[config.mk]
export PLATFORM = sky130hd
export DESIGN_NAME = audio_clk_ctrl
export DESIGN_NICKNAME = d
export VERILOG_FILES = /design/src/verilog/audio_clk_pkg.sv /design/src/verilog/audio_clk_ctrl.sv
export SDC_FILE = /design/constraint.sdc
export NUM_CORES = 1
export LEC_CHECK = 0
export BUFFER_PORTS_ARGS = -buffer_cell sky130_fd_sc_hd__buf_2
export CORE_MARGIN = 2
export CORE_UTILIZATION = 58
export CTS_CLUSTER_SIZE = 30
export DETAILED_ROUTE_END_ITERATION = 16
export PLACE_DENSITY = 0.83
export REMOVE_ABC_BUFFERS = 1
export SLEW_MARGIN = 5
export SYNTH_ARGS = -nofsm -noshare
export SYNTH_HDL_FRONTEND = slang
export SYNTH_SLANG_ARGS = --single-unit
[constraint.sdc]
create_clock -name CLK_SYS -period 3.4 [get_ports CLK_SYS]
set_input_delay 0.85 -clock CLK_SYS [delete_from_list [all_inputs] [get_ports CLK_SYS]]
set_output_delay 0.85 -clock CLK_SYS [all_outputs]
set_load 0.005 [all_outputs]
[src/verilog/audio_clk_pkg.sv]
package audio_clk_pkg;

    // register offsets (byte addresses on the 8-bit register port)
    localparam logic [7:0] ADDR_CLOCK_DIRECTION = 8'h09;
    localparam logic [7:0] ADDR_DSP_HOST_INPUT = 8'h0a;
    localparam logic [7:0] ADDR_DIVIDER_RELEASE = 8'h0c;
    localparam logic [7:0] ADDR_DIVIDER_RATIO = 8'h20;
    localparam logic [7:0] ADDR_FRAME_RATIO = 8'h21;
    localparam logic [7:0] ADDR_DATA_OUT_SELECT = 8'h07;

    // field positions
    localparam int POS_BIT_CLOCK_POLARITY = 5;
    localparam int POS_BIT_CLOCK_OUTPUT_ENABLE = 4;
    localparam int POS_FRAME_CLOCK_OUTPUT_ENABLE = 0;
    localparam int POS_DSP_HOST_INPUT_BIT = 7;
    localparam int POS_DSP_DIVIDER_RELEASE = 6;
    localparam int POS_DAC_DIVIDER_RELEASE = 5;
    localparam int POS_CHARGE_PUMP_DIVIDER_RELEASE = 4;
    localparam int POS_OVERSAMPLE_SYNC_RELEASE = 3;
    localparam int POS_SYNCHRONIZER_RELEASE = 2;
    localparam int POS_MASTER_BIT_DIVIDER_RELEASE = 1;
    localparam int POS_MASTER_FRAME_DIVIDER_RELEASE = 0;
    localparam int POS_DATA_OUT_SOURCE_SELECT = 0;

    // writable masks and reset values
    localparam logic [7:0] MASK_CLOCK_DIRECTION = 8'h31;
    localparam logic [7:0] MASK_DSP_HOST_INPUT = 8'h80;
    localparam logic [7:0] MASK_DIVIDER_RELEASE = 8'h7f;
    localparam logic [7:0] MASK_DATA_OUT_SELECT = 8'h01;
    localparam logic [7:0] RESET_CLOCK_DIRECTION = 8'h00;
    localparam logic [7:0] RESET_DSP_HOST_INPUT = 8'h00;
    localparam logic [7:0] RESET_DIVIDER_RELEASE = 8'h7d;
    localparam logic [7:0] RESET_DATA_OUT_SELECT = 8'h00;
    localparam logic [7:0] RESET_DIVIDER_RATIO = 8'h03;
    localparam logic [7:0] RESET_FRAME_RATIO = 8'h3f;

    // register port request
    typedef struct packed {
        logic [7:0] addr;
        logic [7:0] wdata;
        logic wr;
        logic rd;
    } reg_req_s;

    // dac clock gate states
    typedef enum logic [1:0] {
        GATE_STOPPED = 2'b00,
        GATE_WAIT_FRAME = 2'b01,
        GATE_RUNNING = 2'b11
    } gate_state_e;

endpackage

[src/verilog/audio_clk_ctrl.sv]
`timescale 1ns/100ps
// Overview of operation
// - polarity bit picks bit clock sampling edge
// - bit clock pin driven when direction set
// - master mode: device makes both clocks
// - master bit clock divides master clock
// - frame clock pin driven when direction set
// - master frame clock divides bit clock
// - host bit passed to dsp input port
// - dsp divider release gates dsp clock
// - dac divider release gates dac clocks
// - charge pump release gates oversample clock
// - either sync release clear stops dac at once
// - sync release restarts at frame start
// - master bit divider release, reset zero
// - master frame divider release, reset one
// - port starts slave, normal polarity
// - data out selects post or pre dsp
module audio_clk_ctrl
    import audio_clk_pkg::*;
(
    // clock and reset
    input wire logic CLK_SYS,
    input wire logic RST,
    // register port
    input wire logic [7:0] ADDR,
    input wire logic [7:0] WDATA,
    input wire logic WR,
    input wire logic RD,
    output logic [7:0] RDATA,
    // serial audio pins
    input wire logic BIT_CLOCK_IN,
    output logic BIT_CLOCK_OUT,
    output logic BIT_CLOCK_OE_N,
    input wire logic FRAME_CLOCK_IN,
    output logic FRAME_CLOCK_OUT,
    output logic FRAME_CLOCK_OE_N,
    input wire logic SERIAL_DATA_IN,
    // dsp side
    input wire logic DSP_OUT_DATA,
    output logic SERIAL_DATA_OUT,
    output logic DSP_HOST_INPUT_BIT,
    output logic DSP_CLOCK_EN,
    output logic DAC_CLOCK_EN,
    output logic OVERSAMPLE_CLOCK_EN,
    output logic SAMPLED_DATA,
    output logic FRAME_START
);

    reg_req_s req;
    logic [7:0] dir_q;
    logic [7:0] dsp_in_q;
    logic [7:0] rel_q;
    logic [7:0] sel_q;
    logic [7:0] bit_ratio_q;
    logic [7:0] frame_ratio_q;
    logic [7:0] rdata_q;
    logic [7:0] rdata_d;

    assign req = '{addr: ADDR, wdata: WDATA, wr: WR, rd: RD};

    function automatic logic [7:0] merge(input logic [7:0] old, input logic [7:0] val, input logic [7:0] mask);
        merge = (old & ~mask) | (val & mask);
    endfunction

    wire wr_dir = req.wr && (req.addr == ADDR_CLOCK_DIRECTION);
    wire wr_dsp = req.wr && (req.addr == ADDR_DSP_HOST_INPUT);
    wire wr_rel = req.wr && (req.addr == ADDR_DIVIDER_RELEASE);
    wire wr_sel = req.wr && (req.addr == ADDR_DATA_OUT_SELECT);
    wire wr_bratio = req.wr && (req.addr == ADDR_DIVIDER_RATIO);
    wire wr_fratio = req.wr && (req.addr == ADDR_FRAME_RATIO);

    // control registers; reset leaves slave mode, normal polarity
    always_ff @(posedge CLK_SYS or posedge RST)
    begin
        if (RST)
        begin
            dir_q <= RESET_CLOCK_DIRECTION;
            dsp_in_q <= RESET_DSP_HOST_INPUT;
            rel_q <= RESET_DIVIDER_RELEASE;
            sel_q <= RESET_DATA_OUT_SELECT;
            bit_ratio_q <= RESET_DIVIDER_RATIO;
            frame_ratio_q <= RESET_FRAME_RATIO;
        end
        else
        begin
            if (wr_dir)
                dir_q <= merge(dir_q, req.wdata, MASK_CLOCK_DIRECTION);
            if (wr_dsp)
                dsp_in_q <= merge(dsp_in_q, req.wdata, MASK_DSP_HOST_INPUT);
            if (wr_rel)
                rel_q <= merge(rel_q, req.wdata, MASK_DIVIDER_RELEASE);
            if (wr_sel)
                sel_q <= merge(sel_q, req.wdata, MASK_DATA_OUT_SELECT);
            if (wr_bratio)
                bit_ratio_q <= req.wdata;
            if (wr_fratio)
                frame_ratio_q <= req.wdata;
        end
    end

    // unmapped addresses read zero
    always_comb
    begin
        case (req.addr)
            ADDR_CLOCK_DIRECTION: rdata_d = dir_q;
            ADDR_DSP_HOST_INPUT: rdata_d = dsp_in_q;
            ADDR_DIVIDER_RELEASE: rdata_d = rel_q;
            ADDR_DATA_OUT_SELECT: rdata_d = sel_q;
            ADDR_DIVIDER_RATIO: rdata_d = bit_ratio_q;
            ADDR_FRAME_RATIO: rdata_d = frame_ratio_q;
            default: rdata_d = 8'h00;
        endcase
    end

    always_ff @(posedge CLK_SYS or posedge RST)
    begin
        if (RST)
            rdata_q <= 8'h00;
        else if (req.rd)
            rdata_q <= rdata_d;
        else
            rdata_q <= 8'h00;
    end

    // read data stand in the cycle after each cycle with RD high and read zero otherwise
    assign RDATA = rdata_q;

    wire polarity = dir_q[POS_BIT_CLOCK_POLARITY];
    wire bit_master = dir_q[POS_BIT_CLOCK_OUTPUT_ENABLE];
    wire frame_master = dir_q[POS_FRAME_CLOCK_OUTPUT_ENABLE];
    wire bit_div_run = rel_q[POS_MASTER_BIT_DIVIDER_RELEASE];
    wire frame_div_run = rel_q[POS_MASTER_FRAME_DIVIDER_RELEASE];
    wire sync_run = rel_q[POS_OVERSAMPLE_SYNC_RELEASE] && rel_q[POS_SYNCHRONIZER_RELEASE];

    // pin synchronisers; the first stage feeds only the second
    // data and clock pass the same number of stages, so their edges stay aligned
    logic [1:0] bclk_meta_q;
    logic [1:0] bclk_sync_q;
    logic [1:0] fclk_meta_q;
    logic [1:0] fclk_sync_q;
    logic [1:0] din_meta_q;
    logic din_sync_q;

    always_ff @(posedge CLK_SYS or posedge RST)
    begin
        if (RST)
        begin
            bclk_meta_q <= 2'b00;
            fclk_meta_q <= 2'b00;
            din_meta_q <= 2'b00;
            bclk_sync_q <= 2'b00;
            fclk_sync_q <= 2'b00;
            din_sync_q <= 1'b0;
        end
        else
        begin
            bclk_meta_q <= {bclk_meta_q[0], BIT_CLOCK_IN};
            fclk_meta_q <= {fclk_meta_q[0], FRAME_CLOCK_IN};
            din_meta_q <= {din_meta_q[0], SERIAL_DATA_IN};
            bclk_sync_q <= {bclk_sync_q[0], bclk_meta_q[1]};
            fclk_sync_q <= {fclk_sync_q[0], fclk_meta_q[1]};
            din_sync_q <= din_meta_q[1];
        end
    end

    // master bit clock: master clock divided by 2*(ratio+1)
    logic [7:0] bit_cnt_q;
    logic bclk_gen_q;
    logic bclk_rise;
    logic bclk_fall;
    logic [7:0] frame_cnt_q;
    logic fclk_gen_q;

    // a ratio lowered below the running count wraps at once rather than after overflow
    wire bit_wrap = (bit_cnt_q >= bit_ratio_q);

    always_ff @(posedge CLK_SYS or posedge RST)
    begin
        if (RST)
        begin
            bit_cnt_q <= 8'h00;
            bclk_gen_q <= 1'b0;
        end
        else if (!bit_div_run)
        begin
            bit_cnt_q <= 8'h00;
            bclk_gen_q <= 1'b0;
        end
        else if (bit_wrap)
        begin
            bit_cnt_q <= 8'h00;
            bclk_gen_q <= ~bclk_gen_q;
        end
        else
            bit_cnt_q <= bit_cnt_q + 8'h01;
    end

    // edges come from the pin in master mode too: our clock returns through the pad,
    // so the sampling edge sees the same delay as the data the source launches on it
    function automatic logic pin_edge(input logic [1:0] hist, input logic rising);
        pin_edge = rising ? (hist == 2'b01) : (hist == 2'b10);
    endfunction

    assign bclk_rise = pin_edge(bclk_sync_q, 1'b1);
    assign bclk_fall = pin_edge(bclk_sync_q, 1'b0);

    // master frame clock: bit clock divided by 2*(ratio+1), 128 fs default
    wire frame_wrap = (frame_cnt_q >= frame_ratio_q);
    wire launch_edge = polarity ? bclk_rise : bclk_fall;
    wire sample_edge = polarity ? bclk_fall : bclk_rise;

    always_ff @(posedge CLK_SYS or posedge RST)
    begin
        if (RST)
        begin
            frame_cnt_q <= 8'h00;
            fclk_gen_q <= 1'b0;
        end
        else if (!frame_div_run)
        begin
            frame_cnt_q <= 8'h00;
            fclk_gen_q <= 1'b0;
        end
        else if (launch_edge)
        begin
            if (frame_wrap)
            begin
                frame_cnt_q <= 8'h00;
                fclk_gen_q <= ~fclk_gen_q;
            end
            else
                frame_cnt_q <= frame_cnt_q + 8'h01;
        end
    end

    // frame start: falling frame clock, from pin or own generator
    logic fclk_prev_q;
    wire fclk_now = frame_master ? fclk_gen_q : fclk_sync_q[1];
    wire frame_start = fclk_prev_q && !fclk_now;

    always_ff @(posedge CLK_SYS or posedge RST)
    begin
        if (RST)
            fclk_prev_q <= 1'b0;
        else
            fclk_prev_q <= fclk_now;
    end

    // dac clock gate; stop is immediate, restart waits for a frame
    gate_state_e gate_q;
    gate_state_e gate_d;

    always_comb
    begin
        case (gate_q)
            GATE_STOPPED: gate_d = sync_run ? GATE_WAIT_FRAME : GATE_STOPPED;
            GATE_WAIT_FRAME:
            begin
                if (!sync_run)
                    gate_d = GATE_STOPPED;
                else if (frame_start)
                    gate_d = GATE_RUNNING;
                else
                    gate_d = GATE_WAIT_FRAME;
            end
            GATE_RUNNING: gate_d = sync_run ? GATE_RUNNING : GATE_STOPPED;
            default: gate_d = GATE_STOPPED;
        endcase
    end

    always_ff @(posedge CLK_SYS or posedge RST)
    begin
        if (RST)
            gate_q <= GATE_RUNNING;
        else
            gate_q <= gate_d;
    end

    // registered outputs
    logic bclk_out_q;
    logic bclk_oe_n_q;
    logic fclk_out_q;
    logic fclk_oe_n_q;
    logic sdo_q;
    logic dsp_bit_q;
    logic dsp_en_q;
    logic dac_en_q;
    logic osr_en_q;
    logic sample_q;
    logic fstart_q;

    // the next gate state lets the enable rise together with the frame start pulse
    wire dac_run = rel_q[POS_DAC_DIVIDER_RELEASE] && (gate_d == GATE_RUNNING);

    always_ff @(posedge CLK_SYS or posedge RST)
    begin
        if (RST)
        begin
            bclk_out_q <= 1'b0;
            bclk_oe_n_q <= 1'b1;
            fclk_out_q <= 1'b0;
            fclk_oe_n_q <= 1'b1;
            sdo_q <= 1'b0;
            dsp_bit_q <= 1'b0;
            dsp_en_q <= 1'b0;
            dac_en_q <= 1'b0;
            osr_en_q <= 1'b0;
            sample_q <= 1'b0;
            fstart_q <= 1'b0;
        end
        else
        begin
            bclk_out_q <= bclk_gen_q;
            bclk_oe_n_q <= ~bit_master;
            fclk_out_q <= fclk_gen_q;
            fclk_oe_n_q <= ~frame_master;
            sdo_q <= sel_q[POS_DATA_OUT_SOURCE_SELECT] ? din_sync_q : DSP_OUT_DATA;
            dsp_bit_q <= dsp_in_q[POS_DSP_HOST_INPUT_BIT];
            dsp_en_q <= rel_q[POS_DSP_DIVIDER_RELEASE];
            dac_en_q <= dac_run;
            osr_en_q <= dac_run && rel_q[POS_CHARGE_PUMP_DIVIDER_RELEASE];
            if (sample_edge)
                sample_q <= din_sync_q;
            fstart_q <= frame_start;
        end
    end

    assign BIT_CLOCK_OUT = bclk_out_q;
    assign BIT_CLOCK_OE_N = bclk_oe_n_q;
    assign FRAME_CLOCK_OUT = fclk_out_q;
    assign FRAME_CLOCK_OE_N = fclk_oe_n_q;
    assign SERIAL_DATA_OUT = sdo_q;
    assign DSP_HOST_INPUT_BIT = dsp_bit_q;
    assign DSP_CLOCK_EN = dsp_en_q;
    assign DAC_CLOCK_EN = dac_en_q;
    assign OVERSAMPLE_CLOCK_EN = osr_en_q;
    assign SAMPLED_DATA = sample_q;
    assign FRAME_START = fstart_q;

endmodule

### Word level (Yosys, flattened, before mapping)

Index checks and enable logic that the tools add are counted.

| cells by class | value |
|---|---|
| multiplexer cells | 21 |
| equality and inequality tests | 14 |
| bitwise gates (word level) | 8 |
| magnitude comparators | 2 |
| reductions and logical operators | 13 |
| $mul | 0 |
| divide/modulo/power cells | 0 |
| shift operators | 0 |
| add/sub/neg operators | 2 |

Operator list:

| cell | count |
|---|---|
| 8-bit two-way mux | 6 |
| 8-bit one-hot mux with 6 select lines | 1 |
| 8-bit by 4-bit equality test with 1-bit output, second input constant | 3 |
| 8-bit by 1-bit adder with 8-bit output, second input constant | 2 |
| 8-bit by 6-bit equality test with 1-bit output, second input constant | 2 |
| 8-bit >= comparator | 2 |
| 1-bit logical AND | 10 |
| 1-bit two-way mux | 10 |
| 8-bit by 3-bit equality test with 1-bit output, second input constant | 1 |
| 7-bit by 8-bit OR with 8-bit output | 1 |
| 8-bit by 1-bit OR with 8-bit output | 1 |
| 8-bit by 6-bit OR with 8-bit output | 1 |
| 8-bit by 7-bit OR with 8-bit output | 1 |
| 2-bit equality test, second input constant | 3 |
| 2-bit two-way mux | 3 |
| 2-bit by 1-bit != test with 1-bit output, second input constant | 3 |
| 2-bit one-hot mux with 3 select lines | 1 |
| 2-bit by 1-bit equality test with 1-bit output, second input constant | 2 |
| 1-bit inverter | 4 |
| 2-bit logical NOT | 1 |
| 2-bit AND reduction | 1 |
| 1-bit logical NOT | 1 |

| word-level totals | value |
|---|---|
| word-level logic and storage cells | 90 |
| bits in writable memories | 0 |
| register bits | 99 |
| memories | 0 |
| output and inout bits | 19 |
| bits in latches | 0 |
| bits in read-only memories | 0 |

### Longest topological paths before layout

Gate-level depths: netlist of run 1.

| depth | value |
|---|---|
| depth after elaboration | 9 |
| depth in mapped cells | 7 |

### Least setup slack after synthesis of run 1

No wires, ideal clock.

| timing | value |
|---|---|
| kind | input port to flip-flop |
| start | input port ADDR[4] |
| end | register rel_q[1] |
| buffers on the path | 2 |
| stages on the path | 7 |
| arrival time | 2,204 ps |
| setup slack | 1,071 ps |
| required time | 3,275 ps |
| cells stage by stage | nor4_1 -> nor2b_1 -> and4b_1 -> buf_4 -> and2_1 -> buf_4 -> mux2_2 |

| between the ends | value |
|---|---|
| longest elaborated chain between the ends | 2 |

Ends and longest elaborated chain:

| what | RTL line | source |
|---|---|---|
| start, declared | audio_clk_ctrl.sv:26 | `input wire logic [7:0] ADDR,` |
| 8-bit by 4-bit equality test with 1-bit output | audio_clk_ctrl.sv:68 | `wire wr_rel = req.wr && (req.addr == ADDR_DIVIDER_RELEASE);` |
| 1-bit logical AND | audio_clk_ctrl.sv:68 |  |
| end signal, assigned | audio_clk_ctrl.sv:92 | `rel_q <= merge(rel_q, req.wdata, MASK_DIVIDER_RELEASE);` |
| end, declared | audio_clk_ctrl.sv:53 | `logic [7:0] rel_q;` |

Every way passes these cells.
A chain may end at the register's enable or synchronous reset.

### Worst setup path after layout of run 1

| timing | value |
|---|---|
| start | input port ADDR[5] |
| end | register rel_q[1] |

Same word-level chain as after synthesis.

==> results.md, run 1 <==
- Slew Limit Fails: 0
- Post-synth top area share: between 40% and 50%
- Height of the die: 83.6 um
- Drt pass-1 iters: 4
- Pin slew with the least headroom to its limit: ~1.0 ns
- Clock latency on the worst-skew pair: 0.35 ns
- Synth Register Bits: 79
- Die Wd: around 84 um
- Seq/Total Area, Yosys: between 50% and 60%
- Final WL: about 7400 um
- Count of final hold-check violations: 0
- IO Pins: 43
- Drt via density: 5.60
- DRT iter0 DRCs: 156
- CTS H-tree lvls: 3
- Prevailing post-synth register cell: dfrtp_1
- Relative slew slack: 32.0%
- Clock skew: about 0.014 ns
- Initial Util: between 50% and 60%
- Total track usage: between 20% and 30%
- Fmax: around 400 MHz
- Area growth, synth to finish: 13.0%
- Async SR Flop Fraction: 100%
- Wirelength per Cell: ~16 um
- TritonCTS Buffers: 9
- Largest net degree at the start of global routing: 33
- Bufs on Longest Clock Path: 2
- HPWL after detailed placement: between 5000 and 6000 um
- Clock sink count: just under 80
- Leak: 1.94 nW
- Status: complete, no violations
- Nets: ~400
- Tot Pwr: roughly 1.8 mW
- First-pass GRT wire length: approximately 13000 um
- Global route overflow: 0
- Final Critical Period: between 2 and 3 ns
- Power Dens Cells: roughly 430 nW/um^2
- Data arrival, critical path: about 2.7 ns
- RSZ-0062 raised after global routing: false
- Synthesized area per cell: about 12 um^2
- Max FO, Critical Path: 8
- Root buffer cell: clkbuf_8
- Initial antenna violation count: 0
- Number of global-route vias before repair: roughly 2600
- # hold bufs at CTS: 0
- Synth cell types: 47
- Synth Cell Area: 3680 um^2
- Setup TNS: 0 ns
- Die footprint: between 6000 and 7000 um^2
- Std-Cell Core Area: around 6200 um^2
- DRC: 0
- Syn. warnings: 0
- Leading post-synthesis cells by cell area: dfrtp_1 42%, dfstp_2 13%, mux2_2 9.8%
- CTS resizes: 0
- Detail Route Antenna Nets: 0
- CTS tree: yes
- CP Class: in -> reg
- Final design area excluding fillers: between 4000 and 5000 um^2
- CP required: 3.64 ns
- Clk slew on worst S/H paths: 0.08 ns
- Startpoint Class: input port
- Post-synth top area cell: dfrtp_1
- I/O Buffers: 42
- Maxcap violations: 0
- Ratio of cells with drive above 1 in the final layout: 30.6%
- Post-synth EDFFs: 0
- Placed cell areas: slightly below 4000 um^2
- RePlAce Congestion: between 0.8 and 0.9
- # setup viols final: 0
- Count of antenna diodes in the layout: 0
- Period utilization: between 70% and 80%
- Cell row count: 29
- # Post-CTS Setup Buffers: 0
- Post-Syn Instances: 318
- VDD IR-drop max: between 0.3 and 0.4 mV
- Vias: around 2500
- Critical path endpoint category: register
- Worst hold path class: reg -> reg
[cell usage in the layout, fill, tap and decap left out, drive strengths merged, types with 3 or more instances in the layout]
cell and count:
nand3 8, mux2 32, clkbuf 13, dfstp 18, o21ai 16, xor2 5, dfrtp 61, nor3 5
and3 9, a21oi 12, nor3b 3, nand2 20, nor2b 12, inv 23, nand2b 5, buf 44
nor2 22, a22oi 9, a22o 4, ha 18
[worst max-delay path, stage by stage]
cell,delay (ns)
buf_2,0.12
nor4_1,0.39
nor2b_1,0.24
and4b_1,0.40
and2_1,0.36
mux2_2,0.38
[flip-flops by register name, summed over array words and instances (netlist names), 2 cells and up]
| name | cells |
|---|---|
| din_meta_q | 2 |
| bclk_sync_q | 2 |
| frame_cnt_q | 8 |
| gate_q | 2 |
| rel_q | 7 |
| bit_ratio_q | 8 |
| dir_q | 3 |
| bclk_meta_q | 2 |
| fclk_sync_q | 2 |
| frame_ratio_q | 8 |
| bit_cnt_q | 8 |
| RDATA | 8 |
| fclk_meta_q | 2 |
[synth_stat cells, types with 3 or more instances]
| cell type | n |
|---|---|
| ha_1 | 18 |
| o21ai_0 | 16 |
| a21oi_1 | 12 |
| nor2b_1 | 11 |
| mux2_2 | 32 |
| nand2_1 | 20 |
| nand3_1 | 7 |
| inv_1 | 24 |
| dfstp_2 | 18 |
| nand2b_1 | 5 |
| and3_1 | 9 |
| nor2_1 | 22 |
| a22oi_1 | 9 |
| dfrtp_1 | 61 |
| a22o_1 | 4 |
| xor2_1 | 5 |
| nor3b_1 | 3 |
| nor3_1 | 5 |
[cell families after synthesis]
group | after synthesis | share of synthesized area (%)
simple gates | 95 | 14.3
fa+ha+maj | 18 | 6.12
mux | 33 | 10.1
flops | 79 | 54.4
compound gates | 57 | 10.0
xor+xnor | 7 | 1.67
buf+inv | 29 | 3.40
[worst paths after layout]
| kind | from | to | slack (ns) | depth (start not counted) |
|---|---|---|---|---|
| setup / recovery | ADDR[5] | rel_q[1]$_DFFE_PP0P_ | 0.89 | 6 |
| hold reg to reg | fclk_meta_q[1]$_DFF_PP0_ | fclk_sync_q[0]$_DFF_PP0_ | 0.34 | 0 |
| min in group asynchronous | RST | bit_cnt_q[0]$_DFF_PP0_ | 0.54 | 2 |
| setup reg to reg | frame_ratio_q[2]$_DFFE_PP1P_ | frame_cnt_q[3]$_DFFE_PP0P_ | 1.15 | 7 |
| max in group asynchronous | RST | rel_q[5]$_DFFE_PP1P_ | 2.07 | 3 |
| hold / removal | fclk_meta_q[1]$_DFF_PP0_ | fclk_sync_q[0]$_DFF_PP0_ | 0.34 | 0 |
[routing by layer]
layer  track usage [%]  wire length (um)  vias up
met5                 0                 0        -
met4              12.5               211        0
met3              6.03               275       19
met2              37.0              3660       62
met1              29.3              3270     1219
li1                  -                 -     1219
[final cells by class]
| class | instances | area [um^2] |
|---|---|---|
| clock buffers | 13 | 149 |
| repair buffers | 44 | 225 |
| inverters | 24 | 91.3 |
| fillers | 484 | 2080 |
| well taps | 77 | 96.3 |
| clock inverters | 3 | 42.5 |
| flip-flops and latches | 79 | 2000 |
| multi-input cells | 210 | 1550 |
[stage by stage]
step	setup WS [ns]	hold WS (ns)	instances	utilization, %
floorplan	0.556	0.331	313	-
global placement	0.705	0.336	434	63.5
detailed placement	0.614	0.335	434	63.5
CTS	0.984	0.344	450	66.6
global route	0.789	0.350	450	66.6
finish	0.893	0.342	450	66.6
[report_power, final]
group	total, mW	switching [mW]	internal (mW)	leakage [nW]
Clock	0.673	0.314	0.359	0.0936
Sequential	0.999	0.0221	0.977	1.00
Combinational	0.131	0.0775	0.0531	0.846
Total	1.80	0.414	1.39	1.94
No activity file was read; power rests on OpenSTA's default activity.
==> run 2: changes to the inputs <==
CORE_UTILIZATION = 52   (was 58)
PLACE_DENSITY = 0.79   (was 0.83)
clock period = 2 ns   (was 3.4 ns; I/O delays follow)
==> run 2 against run 1 <==
Effect of this change:
- setup slack got worse by 0.84 ns
- count of clock-buffer cells in the layout decreased by 3
- power increased by 93%
- utilization decreased by 1.0 points
- clock power increased by 130%
- final cell count increased by 9.3%
- sequential power increased by 70%
- global-route usage decreased by 1.3 points
- largest cell class unchanged
- largest power group unchanged
==> results.md, run 2 (synthesis gave the netlist of run 1 again) <==
- Nets: roughly 430
- IO Pins: 43
- Power Dens Cells: ~800 nW/um^2
- Height of the die: 88.1 um
- Worst R2R Start: frame_ratio_q[3]$_DFFE_PP1P_
- Maxcap violations: 0
- Initial antenna violation count: 0
- Clk slew on worst S/H paths: approximately 0.080 ns
- Die footprint: 7760 um^2
- # setup viols final: 0
- Fmax: 513 MHz
- Final WL: between 7000 and 8000 um
- Die Wd: between 80 and 90 um
- Bufs on Longest Clock Path: 2
- Area growth, synth to finish: 21.8%
- Placed Cells: 473
- Std-Cell Core Area: between 6000 and 7000 um^2
- Register Area: between 1500 and 2000 um^2
- Drt pass-1 iters: 4
- I/O Buffers: 42
- Reg2reg setup slack: 0.05 ns
- Drt via density: 5.37
- Worst hold margin: approximately 0.16 ns
- R2r endpoint: frame_cnt_q[6]$_DFFE_PP0P_
- Final Critical Period: about 2.0 ns
- Max FO, Critical Path: 5
- DRC: 0
- Number of global-route vias before repair: 2765
- Clock sink count: 79
- Cell row count: 30
- Count of antenna diodes in the layout: 0
- Pin slew with the least headroom to its limit: ~0.75 ns
- First-pass GRT wire length: roughly 13000 um
- Worst Setup Slack, final: about 0.05 ns
- Count of final hold-check violations: 0
- CP Class: reg -> reg
- FILL cells: between 500 and 600
- Worst hold path class: in -> async
- CTS tree: yes
- Commonest non-fill, non-tap cells in the layout: 61 x dfrtp_1, 42 x buf_2, 32 x mux2_2, 24 x buf_4, 23 x inv_1
- Wirelength per Cell: around 16 um
- Area of the multi-input gates: about 1600 um^2
- Worst reg2reg path depth: 8
- Data arrival, critical path: 2.24 ns
- Period utilization: slightly below 100%
- Dpl ws: -0.118 ns
- # hold bufs at CTS: 0
- CTS H-tree lvls: 3
- Ratio of cells with drive above 1 in the final layout: between 30% and 40%
- Vias: around 2600
- Most common cell after layout, fill and taps aside: dfrtp_1
- Fin cells: 492
- VDD IR-drop max: between 0.3 and 0.4 mV
- DRT iter0 DRCs: around 160
- Crit-path max cell delay: approximately 0.54 ns
- Largest net degree at the start of global routing: 32
- Tot Pwr: 3.48 mW
- Clock latency on the worst-skew pair: roughly 0.35 ns
- Total track usage: ~22%
- CP max stage cell: dfstp_2
- Clock skew: around 0.0097 ns
- HPWL after detailed placement: 5640 um
- Startpoint Class: register
- Leak: 2.10 nW
- Root buffer cell: clkbuf_8
- Relative slew slack: about 50%
- TritonCTS Buffers: 9
- CP required: about 2.3 ns
- Critical path endpoint category: register
- Global route overflow: 0
- Initial Util: between 50 and 60%
- Slew Limit Fails: 0
- Status: complete, no violations
- Detail Route Antenna Nets: 0
- Crit-path cells: inv_1, ha_1, o211ai_1, nor2_1, a211o_1, buf_4, o21ai_0, a22o_1
- RePlAce Congestion: between 0.8 and 0.9
-- run 2: cell count changes in the layout (fill, tap and decap cells not counted), moves of 2 or more --
cell,before,now
buf_4,2,24
o21ai_0,16,11
o21ai_1,0,5
bufinv_16,1,4
a21oi_1,12,10
a21oi_2,0,2
clkbuf_1,3,1
ha_1,18,16
ha_4,0,2
-- run 2: worst max path at each step --
stage / slack [ns] / startpoint / end
2_1_floorplan: -0.49 / RST / BIT_CLOCK_OUT$_DFF_PP0_
3_3_place_gp: -0.07 / ADDR[4] / rel_q[6]$_DFFE_PP1P_
3_5_place_dp: -0.12 / ADDR[4] / rel_q[6]$_DFFE_PP1P_
4_1_cts: 0.003 / frame_ratio_q[2]$_DFFE_PP1P_ / frame_cnt_q[4]$_DFFE_PP0P_
5_1_grt: -0.05 / frame_ratio_q[3]$_DFFE_PP1P_ / frame_cnt_q[6]$_DFFE_PP0P_
6_report: 0.05 / frame_ratio_q[3]$_DFFE_PP1P_ / frame_cnt_q[6]$_DFFE_PP0P_
-- run 2: stage by stage --
step / TNS, ns / util (%) / area, um^2
floorplan: -30.17 / - / 3640
global placement: -0.528 / 60.8 / 4150
detailed placement: -1.42 / 60.8 / 4150
CTS: 0 / 64.8 / 4430
global route: -0.0682 / 65.6 / 4480
finish: 0 / 65.6 / 4480
-- run 2: critical path: cells and delay by family, from the launching register on --
kind	cells	cell delay, ns
buffers and inverters	2	0.20
adders and majority gates	1	0.28
AOI/OAI and AO/OA	4	0.79
DFF	1	0.54
and+or+nand+nor	1	0.09
-- run 2: area by class of cell --
class | count | area share (%)
sequential | 79 | 44.6
multi-input combinational | 210 | 35.7
timing repair buffer | 67 | 9.16
clock inverter | 6 | 2.96
clock buffer | 10 | 2.85
tap | 96 | 2.68
inverter | 24 | 2.04
-- run 2: per-layer routing --
layer,wire (um),GRT usage [%],vias to the layer above,share of wire (%)
li1,-,-,1267,-
met1,3290,27.1,1306,43
met2,3980,37.1,53,52
met3,233,3.77,18,3.0
met4,209,11.6,0,2.7
met5,0,0,-,0
-- run 2: report_power, final --
group | internal [mW] | leakage (nW) | switching [mW]
clock | 0.953 | 0.126 | 0.572
sequential | 1.66 | 1.00 | 0.0360
combinational | 0.118 | 0.972 | 0.139
-- run 2: what timing repair did --
item,CTS,global route
gates resized for setup,2,9
cloned,0,0
endpoints found under the hold margin,0,0
pin swaps,0,3
setup endpoints to repair,12,8
setup buffers,1,2
==> run 3: changes to the inputs <==
CELL_PAD_IN_SITES_DETAIL_PLACEMENT = 1   (was default)
CELL_PAD_IN_SITES_GLOBAL_PLACEMENT = 2   (was default)
CORE_UTILIZATION = 35   (was 52)
==> run 3 against run 2 <==
Effect of this change:
- utilization decreased by 21 points
- register-to-register slack barely moved
- final cell count rose by 9.6%
- power decreased by 9.7%
- via count grew 0.91%
- largest power group unchanged
==> results.md, run 3 (synthesis gave the netlist of run 1 again) <==
- Startpoint Class: register
- Vias: ~2700
- Count of antenna diodes in the layout: 0
- Pin slew with the least headroom to its limit: roughly 0.45 ns
- Drt via density: between 4 and 5
- IO Pins: 43
- Count of final hold-check violations: 0
- Die footprint: approximately 11000 um^2
- Area growth, synth to finish: 24.3%
- Commonest non-fill, non-tap cells in the layout: 61 x dfrtp_1, 42 x buf_2, 31 x mux2_2, 29 x buf_4
- Switching share of total power: between 20% and 30%
- Height of the die: 107 um
- RSZ-0062 raised after global routing: true
- Tot Pwr: 3.14 mW
- Number of global-route vias before repair: ~2900
- CP Class: reg -> reg
- Std-Cell Core Area: a little over 10000 um^2
- Psw: between 700 and 800 uW
- Leak: ~2.1 nW
- Max FO, Critical Path: 3
- Ratio of cells with drive above 1 in the final layout: approximately two fifths
- Clock skew: slightly above 0.01 ns
- I/O Buffers: 42
- DRT iter0 DRCs: 66
- Final Util: 44.5%
- # setup viols final: 0
- CP required: 2.29 ns
- Period utilization: around 98%
- Detail Route Antenna Nets: 0
- Bufs on Longest Clock Path: 2
- Most common cell after layout, fill and taps aside: dfrtp_1
- CTS tree: yes
- VDD IR-drop max: 0.324 mV
- Total track usage: 16.2%
- Nets: 440
- Fmax: between 500 and 600 MHz
- Final Critical Period: slightly below 2 ns
- Status: complete, no violations
- Wirelength per Cell: between 15 and 20 um
- Worst R2R Start: frame_ratio_q[2]$_DFFE_PP1P_
- RePlAce Congestion: around 0.80
- Drt pass-1 iters: 4
- DRC: 0
- HPWL after detailed placement: 6470 um
- Crit path from: frame_ratio_q[2]$_DFFE_PP1P_
- Worst hold path class: in -> async
- Initial Util: between 30% and 40%
- Cell row count: 37
- Slew Limit Fails: 0
- Internal Power: 2.38 mW
- Data arrival, critical path: about 2.3 ns
- Maxcap violations: 0
- CTS H-tree lvls: 3
- Clock sink count: slightly below 80
- Combinational Power Share: approximately 8.3%
- Clock group share of total power: roughly 38%
- Clk slew on worst S/H paths: 0.08 ns
- TritonCTS Buffers: 9
- Global route overflow: 0
- # hold bufs at CTS: 0
- Die Wd: 107 um
- Worst hold margin: about 0.18 ns
- Power Dens Cells: 688 nW/um^2
- Initial antenna violation count: 0
- Final WL: between 8000 and 9000 um
- Final design area excluding fillers: 4570 um^2
- First-pass GRT wire length: approximately 14000 um
- Clock latency on the worst-skew pair: 0.35 ns
- Critical path endpoint category: register
- Root buffer cell: clkbuf_8
- Seq pwr share: between 50% and 60%
- Largest net degree at the start of global routing: 47
- Relative slew slack: between 60 and 70%
- Placed cell areas: ~4300 um^2
-- run 3: worst max-delay path, stage by stage (launching register included) --
cell and delay, ns:
dfstp_2 0.56, inv_2 0.05, ha_4 0.23, a211oi_2 0.18
o21ai_1 0.12, a211o_1 0.37, nor2_2 0.15, buf_4 0.12
mux2_4 0.13
-- run 3: area by class of cell --
type / count / area [um^2]
Fill cell: 1167 / 5710
Sequential cell: 79 / 2000
Multi-Input combinational cell: 210 / 1640
Inverter: 24 / 91.3
Clock inverter: 6 / 60.1
Timing Repair Buffer: 74 / 470
Clock buffer: 10 / 138
Tap cell: 136 / 170
-- run 3: power by group through the flow --
stage / Combinational [mW] / Sequential (mW) / Clock (mW)
CTS: 0.257 / 1.70 / 1.22
global route: 0.297 / 1.71 / 1.29
global placement: 0.241 / 1.72 / 0
finish: 0.262 / 1.70 / 1.18
floorplan: 0.130 / 1.72 / 0
detailed placement: 0.252 / 1.73 / 0
-- run 3: what timing repair did --
action | CTS | global route
pin swaps | 2 | 10
resized for setup | 5 | 19
setup buffers | 1 | 1
setup endpoints to repair | 12 | 16
-- run 3: metal layers --
metal	global-route usage [%]	vias to the layer above	wire length (um)
li1	-	1285	-
met2	28.5	19	4470
met4	6.12	0	93
met5	0	-	0
met1	19.8	1357	3760
met3	2.76	7	126
-- run 3: final timing paths --
check                                                to  slack, ns  depth (start not counted)
min reg2reg                        din_sync_q$_DFF_PP0_       0.35                          0
min                                rel_q[1]$_DFFE_PP0P_       0.18                          3
min in group CLK_SYS           fclk_meta_q[0]$_DFF_PP0_       0.25                          1
max reg2reg                  frame_cnt_q[0]$_DFFE_PP0P_       0.04                          8
max                          frame_cnt_q[0]$_DFFE_PP0P_       0.04                          8
max in group asynchronous  frame_ratio_q[3]$_DFFE_PP1P_       1.40                          3
-- run 3: metrics by stage --
step,std cells,worst slack (ns),TNS [ns]
after global placement,521,-0.0987,-1.60
after global routing,539,-0.0496,-0.193
after floorplan,313,-0.494,-30.17
after CTS,538,0.0141,0
after detailed placement,521,-0.196,-3.16
final,539,0.0443,0
